### src/include/debug_regs_regs.vh
/*
  Constants for the background debug register block: global addresses,
  field positions, reset values and access command codes.
  Assumes inclusion by bare name from design files under hdl/.
*/
// Summary of operation
// - entering debug copies live condition code
// - special single-chip reset leaves hold at 0xD8
// - other reset modes read hold as zero
// - host may write hold register
// - firmware may use hold as scratch
// - page bit 7 enables paged debug access
// - paged access is refused in the cycle after a hardware command
// - page bits 3..0 select program page
// - page register decoded at 0x3_FF08
// - family byte read-only at 0x3_FF0F
// - serial host commands, hardware or firmware
// - page access only via debug, unsecured
`ifndef DEBUG_REGS_REGS_VH
`define DEBUG_REGS_REGS_VH

`define ADDR_W             18
`define ADDR_PROGRAM_PAGE  18'h3FF08
`define ADDR_FAMILY_IDENTIFIER     18'h3FF0F
`define ADDR_COND_HOLD     18'h3FF06
`define PAGE_ENABLE_BIT    7
`define PAGE_INDEX_HI      3
`define PAGE_INDEX_LO      0
`define PAGE_WRITE_MASK    8'h8F
`define HOLD_RESET_SPECIAL 8'hD8
`define HOLD_RESET_OTHER   8'h00
`define PAGE_RESET         8'h00
`define FAMILY_IDENTIFIER_VALUE    8'h5A  // arbitrary value, names no part
`define CMD_CLASS_HW       1'b0
`define CMD_CLASS_FW       1'b1

`endif

### src/hdl/debug_registers.v
/*
  Register part of the background debug unit: condition code holding
  register, program page register and family identification byte.
  Assumes the serial command decoder supplies one-cycle access strobes
  with address, data and command class, all synchronous to core_clk.
  Assumes the mode strap is stable around the release of arst_n, and
  that debug_active and secured come from registered logic of the same
  clock domain. The paged access qualifier is registered, so the paging
  logic that uses it sees the command class of the previous cycle.
*/
`timescale 1ns/1ps
`default_nettype none

`include "debug_regs_regs.vh"

module debug_registers (
  input  wire                 core_clk,
  input  wire                 arst_n,
  input  wire                 special_single_chip,
  input  wire                 secured,
  input  wire                 debug_active,
  input  wire [7:0]           condition_code_register,
  input  wire                 acc_rd,
  input  wire                 acc_wr,
  input  wire                 acc_fw,
  input  wire [`ADDR_W-1:0]   acc_addr,
  input  wire [7:0]           acc_wdata,
  output reg  [7:0]           acc_rdata,
  output reg                  acc_rvalid,
  output reg  [7:0]           debug_condition_hold,
  output reg                  page_access_enable,
  output reg  [3:0]           page_index_bits,
  output reg                  paged_access_allowed
);

  // arbitrary neutral identification value
  parameter [7:0] FAMILY_IDENTIFIER = `FAMILY_IDENTIFIER_VALUE;

  // edge detect and reset tracking
  reg        debug_active_q;
  reg        rst_seen_q;

  // stored contents and their next values
  reg  [7:0] page_q;
  reg  [7:0] page_d;
  reg  [7:0] hold_d;

  // read response next values
  reg  [7:0] rdata_d;
  reg        rvalid_d;

  // address decode
  reg        hit_hold;
  reg        hit_page;
  reg        hit_id;

  // qualified strobes
  wire       enter_debug;
  wire       access_ok;
  wire       wr_ok;
  wire       rd_ok;
  wire       fw_cmd;

  // compares a bus address against one register address
  function addr_match;
    input [`ADDR_W-1:0] addr;
    input [`ADDR_W-1:0] target;
    begin
      addr_match = (addr == target);
    end
  endfunction

  // rising edge of debug activity
  assign enter_debug = debug_active & ~debug_active_q;

  assign access_ok   = debug_active & ~secured;
  assign wr_ok       = acc_wr & access_ok;
  assign rd_ok       = acc_rd & access_ok;

  assign fw_cmd      = (acc_fw == `CMD_CLASS_FW);

  // one decode per mapped register
  always @* begin
    // condition hold address
    hit_hold = addr_match(acc_addr, `ADDR_COND_HOLD);
    hit_page = addr_match(acc_addr, `ADDR_PROGRAM_PAGE);
    hit_id   = addr_match(acc_addr, `ADDR_FAMILY_IDENTIFIER);
  end

  // refused and unmapped reads return zero
  always @* begin
    rdata_d  = 8'h00;
    rvalid_d = rd_ok;
    if (rd_ok) begin
      if (hit_hold) begin
        rdata_d = debug_condition_hold;
      end else if (hit_page) begin
        rdata_d = page_q;
      end else if (hit_id) begin
        rdata_d = FAMILY_IDENTIFIER;
      end
    end
  end

  // entry capture beats a host write in the same cycle
  always @* begin
    hold_d = debug_condition_hold;
    if (!rst_seen_q) begin
      if (special_single_chip) begin
        hold_d = `HOLD_RESET_SPECIAL;
      end else begin
        hold_d = `HOLD_RESET_OTHER;
      end
    end else if (enter_debug) begin
      hold_d = condition_code_register;
    end else if (wr_ok && hit_hold) begin
      hold_d = acc_wdata;
    end
  end

  // bits 6..4 are not implemented and read as zero
  always @* begin
    page_d = page_q;
    if (wr_ok && hit_page) begin
      page_d = acc_wdata & `PAGE_WRITE_MASK;
    end
  end

  // delayed copy for entry detection
  always @(posedge core_clk or negedge arst_n) begin
    if (!arst_n) begin
      debug_active_q <= 1'b0;
    end else begin
      debug_active_q <= debug_active;
    end
  end

  // mode strap is taken on the first edge after reset release
  always @(posedge core_clk or negedge arst_n) begin
    if (!arst_n) begin
      rst_seen_q <= 1'b0;
    end else begin
      rst_seen_q <= 1'b1;
    end
  end

  // holding register keeps its value until the strap load after reset, a capture or a write
  always @(posedge core_clk or negedge arst_n) begin
    if (!arst_n) begin
      debug_condition_hold <= `HOLD_RESET_OTHER;
    end else begin
      debug_condition_hold <= hold_d;
    end
  end

  // page register resets to a disabled window
  always @(posedge core_clk or negedge arst_n) begin
    if (!arst_n) begin
      page_q <= `PAGE_RESET;
    end else begin
      page_q <= page_d;
    end
  end

  // read answer stands for one cycle
  always @(posedge core_clk or negedge arst_n) begin
    if (!arst_n) begin
      acc_rvalid <= 1'b0;
    end else begin
      acc_rvalid <= rvalid_d;
    end
  end

  // read data is zero unless a read was taken
  always @(posedge core_clk or negedge arst_n) begin
    if (!arst_n) begin
      acc_rdata <= 8'h00;
    end else begin
      acc_rdata <= rdata_d;
    end
  end

  always @(posedge core_clk or negedge arst_n) begin
    if (!arst_n) begin
      page_access_enable <= 1'b0;
    end else begin
      page_access_enable <= page_q[`PAGE_ENABLE_BIT];
    end
  end

  always @(posedge core_clk or negedge arst_n) begin
    if (!arst_n) begin
      page_index_bits <= 4'h0;
    end else begin
      page_index_bits <= page_q[`PAGE_INDEX_HI:`PAGE_INDEX_LO];
    end
  end

  always @(posedge core_clk or negedge arst_n) begin
    if (!arst_n) begin
      paged_access_allowed <= 1'b0;
    end else begin
      paged_access_allowed <= page_q[`PAGE_ENABLE_BIT] & access_ok & fw_cmd;
    end
  end

endmodule

`default_nettype wire

### config.mk
export PLATFORM = sky130hd
export DESIGN_NAME = debug_registers
export DESIGN_NICKNAME = d
export VERILOG_FILES = /design/src/hdl/debug_registers.v
export VERILOG_INCLUDE_DIRS = /design/src /design/src/include
export SDC_FILE = /design/constraint.sdc
export NUM_CORES = 1
export LEC_CHECK = 0
export ABC_AREA = 0
export ABC_CLOCK_PERIOD_IN_PS = 1400
export BUFFER_PORTS_ARGS = -buffer_cell sky130_fd_sc_hd__buf_2
export CORE_AREA = 2 2 58 60
export CTS_CLUSTER_DIAMETER = 60
export DETAILED_ROUTE_END_ITERATION = 8
export DIE_AREA = 0 0 60 62
export PLACE_DENSITY = 0.74
export SLEW_MARGIN = 20
export SYNTH_ARGS = -nofsm -noshare
export SYNTH_HDL_FRONTEND = slang
export SYNTH_SLANG_ARGS = --single-unit
### constraint.sdc
create_clock -name core_clk -period 1.4 [get_ports core_clk]
set_input_delay 0.14 -clock core_clk [delete_from_list [all_inputs] [get_ports core_clk]]
set_output_delay 0.14 -clock core_clk [all_outputs]
set_load 0.01 [all_outputs]
* Yosys cells after proc, flatten, opt, wreduce, memory -nomap -nowiden
Cells that the tools add are included.
** Storage, ports and cells
- Flip-flop bits (word level) :: 30
- Word-level logic and storage cells :: 31
- Output and inout bits :: 23
- Bits of input ports :: 42
** Operators by class
- Eq/ne operators :: 4
- Reductions and logical operators :: 2
- Bitwise operators :: 8
- Muxes and demuxes :: 8
** Operators by type and width (number)
- 2-to-1 mux 8 bit :: 7
- == test 18 bit (second input constant) :: 3
- 2-to-1 mux 7 bit :: 1
- AND 1 bit :: 6
- inequality test 3 x 1 -> 1 bit (second input constant) :: 1
- logical AND 1 bit :: 2
- inverter 1 bit :: 2

* Longest topological paths before layout
- Word-level depth :: 7
- Mapped depth :: 5
- Gate-level depth less buffers :: 4

* Least setup slack after synthesis
Ideal clock, no wire load.
- Path type :: input to register
- Start :: input acc_addr[5]
- End :: register page_q[0]
- Arrival time :: 1.538 ns
- Cell stages on the path :: 4
- Path buffers :: 0
- Slack :: -0.262 ns
- Library setup time :: 0.125 ns
- Required time :: 1.275 ns
- Cells stage by stage :: or4b_4 nor4_4 nand4_2 mux2_2
** Between the ends
- Word-level cells in the longest chain between the ends :: 2
** Ends and longest elaborated chain
- start: declaration :: line debug_registers.v:26 : input wire [`ADDR_W-1:0] acc_addr,
- == test 18 bit :: line debug_registers.v:69 : addr_match = (addr == target);
- logical AND 1 bit :: line debug_registers.v:124 : if (wr_ok && hit_page) begin
- end signal: assignment :: line debug_registers.v:159 : page_q <= `PAGE_RESET;
- end signal: assignment :: line debug_registers.v:161 : page_q <= page_d;
- end: declaration :: line debug_registers.v:44 : reg [7:0] page_q;
Every way passes these cells.
A chain may end at the register's enable or synchronous reset.

* Worst setup path in the final report
- Start :: input acc_addr[7]
- End :: register debug_condition_hold[4]
** Between the ends
- Word-level cells in the longest chain between the ends :: 3
** Ends and longest elaborated chain
- == test 18 bit :: line debug_registers.v:69
- logical AND 1 bit :: line debug_registers.v:116 : end else if (wr_ok && hit_hold) begin
- inequality test 3 x 1 -> 1 bit (no source line)
- end signal: assignment :: line debug_registers.v:150 : debug_condition_hold <= `HOLD_RESET_OTHER;
- end signal: assignment :: line debug_registers.v:152 : debug_condition_hold <= hold_d;
- end: declaration :: line debug_registers.v:30 : output reg [7:0] debug_condition_hold,
Every way passes these cells.

==> out/qor_table.md <==
| Parameter | Value | Unit |
|---|---|---|
| Final setup slack of the worst path | -0.00225 | ns |
| Layout-stage area growth over the synthesis result | 47.3 | % |
| Number of H-tree levels | 2 | - |
| Syn nets | 155 | - |
| Clk root buf | sky130_fd_sc_hd__clkbuf_4 | - |
| Ratio of final minimum period to clock period | 1.00 | - |
| Num CTS Buffers | 5 | - |
| Count of mapped cells out of synthesis | 113 | - |
| Final RePlAce weighted congestion | 0.800 | - |
| Max-capacitance violation count | 0 | - |
| Die W | 60 | um |
| Worst voltage drop across the vdd grid | 0.363 | mV |
| Power per standard cell area | 874 | mW/mm^2 |
| Met3 Routed Length | 275 | um |
| Maximum number of pins on one net before global-route repair | 31 | - |
| Fin crit period | 1.40 | ns |
| Residual antenna-violating net count after detailed routing | 0 | - |
| Transition time at the pin with the least slew margin | 0.644 | ns |
| Post-Route WL | 3500 | um |
| Post-synthesis cell type with the largest combined area | sky130_fd_sc_hd__dfrtp_1 | - |
| Avg Inst Size Synth | 11.4 | um^2 |
| Cell family contributing the most delay on the critical path | simple AND/OR/NAND/NOR gates | - |
| Setup repair after global routing missed its margin | yes | - |
| Outcome | finished with violations | - |
| Post-synthesis cell area | 0.00129 | mm^2 |
| Final number of hold-violating endpoints | 0 | - |
| Critical path class | input pin to flip-flop | - |
| Type of element capturing the critical path | flip-flop | - |
| Commonest register cell after synthesis | sky130_fd_sc_hd__dfrtp_1 | - |
| Height of the die | 62 | um |
| Starting utilization of the core area | 0.405 | - |
| Most frequent cell after synthesis | sky130_fd_sc_hd__dfrtp_1 | - |
| GRT Overall Usage | 0.198 | - |
| Fraction of synthesis flops using an asynchronous set or reset pin | 1.00 | - |
| Uppermost signal routing layer after detailed routing | met4 | - |
| Yosys warnings | 0 | - |
| Kind of start point of the critical path | input pin | - |
| Fraction of final layout cells sized beyond drive strength 1 | 0.515 | - |
| Number of global-route vias before repair | 1202 | - |
| Hpwl dp | 2700 | um |
| Clock network latency to the later pin of the worst-skew pair | 0.33 | ns |
| Worst Hold Class | input pin to flip-flop | - |
| Area of the core | 0.00318 | mm^2 |
| Initial antenna violation count | 0 | - |
| Number of vias per cell | 5.18 | - |
| Detailed Route Iter0 Violations | 21 | - |
| Global-route wire length before repair | 5310 | um |
| Smallest hold slack | 0.0459 | ns |
| WL per Instance | 14.2 | um |
| Critical Path Fanout Max | 4 | - |
| Sequential share of the synthesized area | 0.583 | - |
| Placement-stage cell area | 0.00176 | mm^2 |
| Met2 Routed Length | 1850 | um |
| Buffer and inverter count on the worst path | 2 | - |
| Die Outline Area | 0.00372 | mm^2 |
| Number of top-level pins | 65 | - |
| Number of flip-flops and latches in the synthesized netlist | 30 | - |
| Arrival @ worst endpoint | 1.68 | ns |
| Synth area leaders | sky130_fd_sc_hd__dfrtp_1, sky130_fd_sc_hd__o21ai_0, sky130_fd_sc_hd__mux2_2 | - |
| Wire length on met1 | 1300 | um |
| Top cells by instance count after synthesis | sky130_fd_sc_hd__dfrtp_1, sky130_fd_sc_hd__o21ai_0, sky130_fd_sc_hd__nand3_1, sky130_fd_sc_hd__a31oi_1, sky130_fd_sc_hd__a21oi_1 | - |
| Iteration count of the initial detailed-routing pass | 4 | - |
| Worst-case headroom to the max-slew limit | 0.570 | - |
| Remaining design rule violation count | 0 | - |
| Violated checks | setup timing | - |
| End-of-flow core utilization | 0.597 | - |
| Synth top area share | 0.583 | - |
| Final slew viol count | 0 | - |
| Total gr overflow | 0 | - |
| CTS tree | built | - |
| Fmax achieved | 0.713 | GHz |
| Leak | 0.989 | nW |
| Site Rows | 21 | - |
| CP cell instances | buf_6 -> or4b_4 -> or4_4 -> o211ai_1 -> buf_4 -> o22a_1 | - |
| Number of input and output port buffers inserted | 64 | - |
| Maximum clock skew at final layout | 0.00814 | ns |
| Net count of the finished layout | 241 | - |
| Clock-pin slew on the worst setup and hold paths | 0.09 | ns |
| # diodes | 0 | - |
| Layout Cell Area excl Fill | 0.00190 | mm^2 |
| Total number of clock tree sinks | 30 | - |
| Required time of the critical path | 1.68 | ns |
| Via count | 1275 | - |
| CP max stage delay | 0.55 | ns |
| Total of endpoints with negative setup slack in the final report | 2 | - |
| Distinct cell type count after synthesis | 29 | - |
| Slowest stage cell on the critical path | sky130_fd_sc_hd__or4b_4 | - |
| EDFF count, synth | 0 | - |
| CTS max path bufs | 2 | - |
through the flow:
step	cells	setup slack, ns	power, W	TNS [ns]
after global routing	246	-0.0408	0.00174	-0.154
after detailed placement	234	-0.418	0.00113	-6.90
final	246	-0.00225	0.00166	-0.00371
after global placement	234	-0.366	0.00112	-5.97
after floorplan	113	-0.262	0.000997	-4.04
after CTS	245	-0.00345	0.00167	-0.00345
per-layer routing:
layer | vias up | global-route usage
li1 | 597 | -
met4 | 0 | 0.0794
met3 | 9 | 0.0725
met5 | - | 0
met1 | 606 | 0.199
met2 | 63 | 0.370
where the power goes:
group          internal [W]  switching [W]  total, W
logic              0.000106       0.000108  0.000213
clock network      0.000243       0.000290  0.000533
registers          0.000889      0.0000231  0.000912
total               0.00124       0.000421   0.00166
worst paths after layout:
check                               start                      end  slack, ns  depth (start not counted)
max                           acc_addr[7]  debug_condition_hold[4]     -0.002                          6
min                                acc_fw     paged_access_allowed       0.05                          2
max reg2reg                debug_active_q  debug_condition_hold[6]       0.15                          4
min reg2reg                     page_q[3]       page_index_bits[3]       0.40                          0
max in group asynchronous          arst_n  debug_condition_hold[7]       0.62                          2
min in group asynchronous          arst_n  debug_condition_hold[4]       0.36                          2
cell usage in the layout (no fill, tap or decap), types with 3 or more instances in the layout:
cell type                  synthesis  final
sky130_fd_sc_hd__o22a_1            4      4
sky130_fd_sc_hd__o21ai_0          12      8
sky130_fd_sc_hd__mux2_2            5      5
sky130_fd_sc_hd__nor2_1            4      4
sky130_fd_sc_hd__inv_1             5      5
sky130_fd_sc_hd__o21ai_2           0      3
sky130_fd_sc_hd__buf_4             0     16
sky130_fd_sc_hd__a31oi_1           8      8
sky130_fd_sc_hd__nand3_1           9      9
sky130_fd_sc_hd__dfrtp_1          30     30
sky130_fd_sc_hd__buf_2             2     63
sky130_fd_sc_hd__and3_1            3      3
sky130_fd_sc_hd__clkbuf_4          0      5
sky130_fd_sc_hd__a21oi_1           7      7
sky130_fd_sc_hd__nor2b_1           3      3
state kept, by name, summed over array words and instances (netlist names):
signal and cells:
acc_rdata 8, acc_rvalid 1, debug_active_q 1, debug_condition_hold 8, page_access_enable 1, page_index_bits 4
page_q 5, paged_access_allowed 1, rst_seen_q 1
logic make-up (layout without fill, tap and decap cells):
group | count (synthesis) | in the layout | share of synthesized area
flops | 30 | 30 | 0.583
xor+xnor | 1 | 1 | 0.00680
compound gates | 36 | 36 | 0.171
mux | 5 | 5 | 0.0437
simple gates | 32 | 32 | 0.168
buf+inv | 8 | 95 | 0.0252
other cells | 1 | 1 | 0.00291
layout make-up:
| cell class | count | area, um^2 |
|---|---|---|
| Clock buffer | 7 | 55.1 |
| Inverter | 5 | 18.8 |
| Multi-Input combinational cell | 75 | 544 |
| Timing Repair Buffer | 82 | 467 |
| Fill cell | 282 | 1280 |
| Tap cell | 46 | 57.6 |
| Sequential cell | 30 | 751 |
| Clock inverter | 1 | 5.00 |
timing repair:
item | CTS | global route
hold buffers | 2 | 0
setup endpoints to repair | 10 | 12
resized for setup | 4 | 9
hold endpoints to repair | 31 | 0
pin swaps | 2 | 3
setup buffers | 1 | 1
No activity file was read; power rests on OpenSTA's default activity.
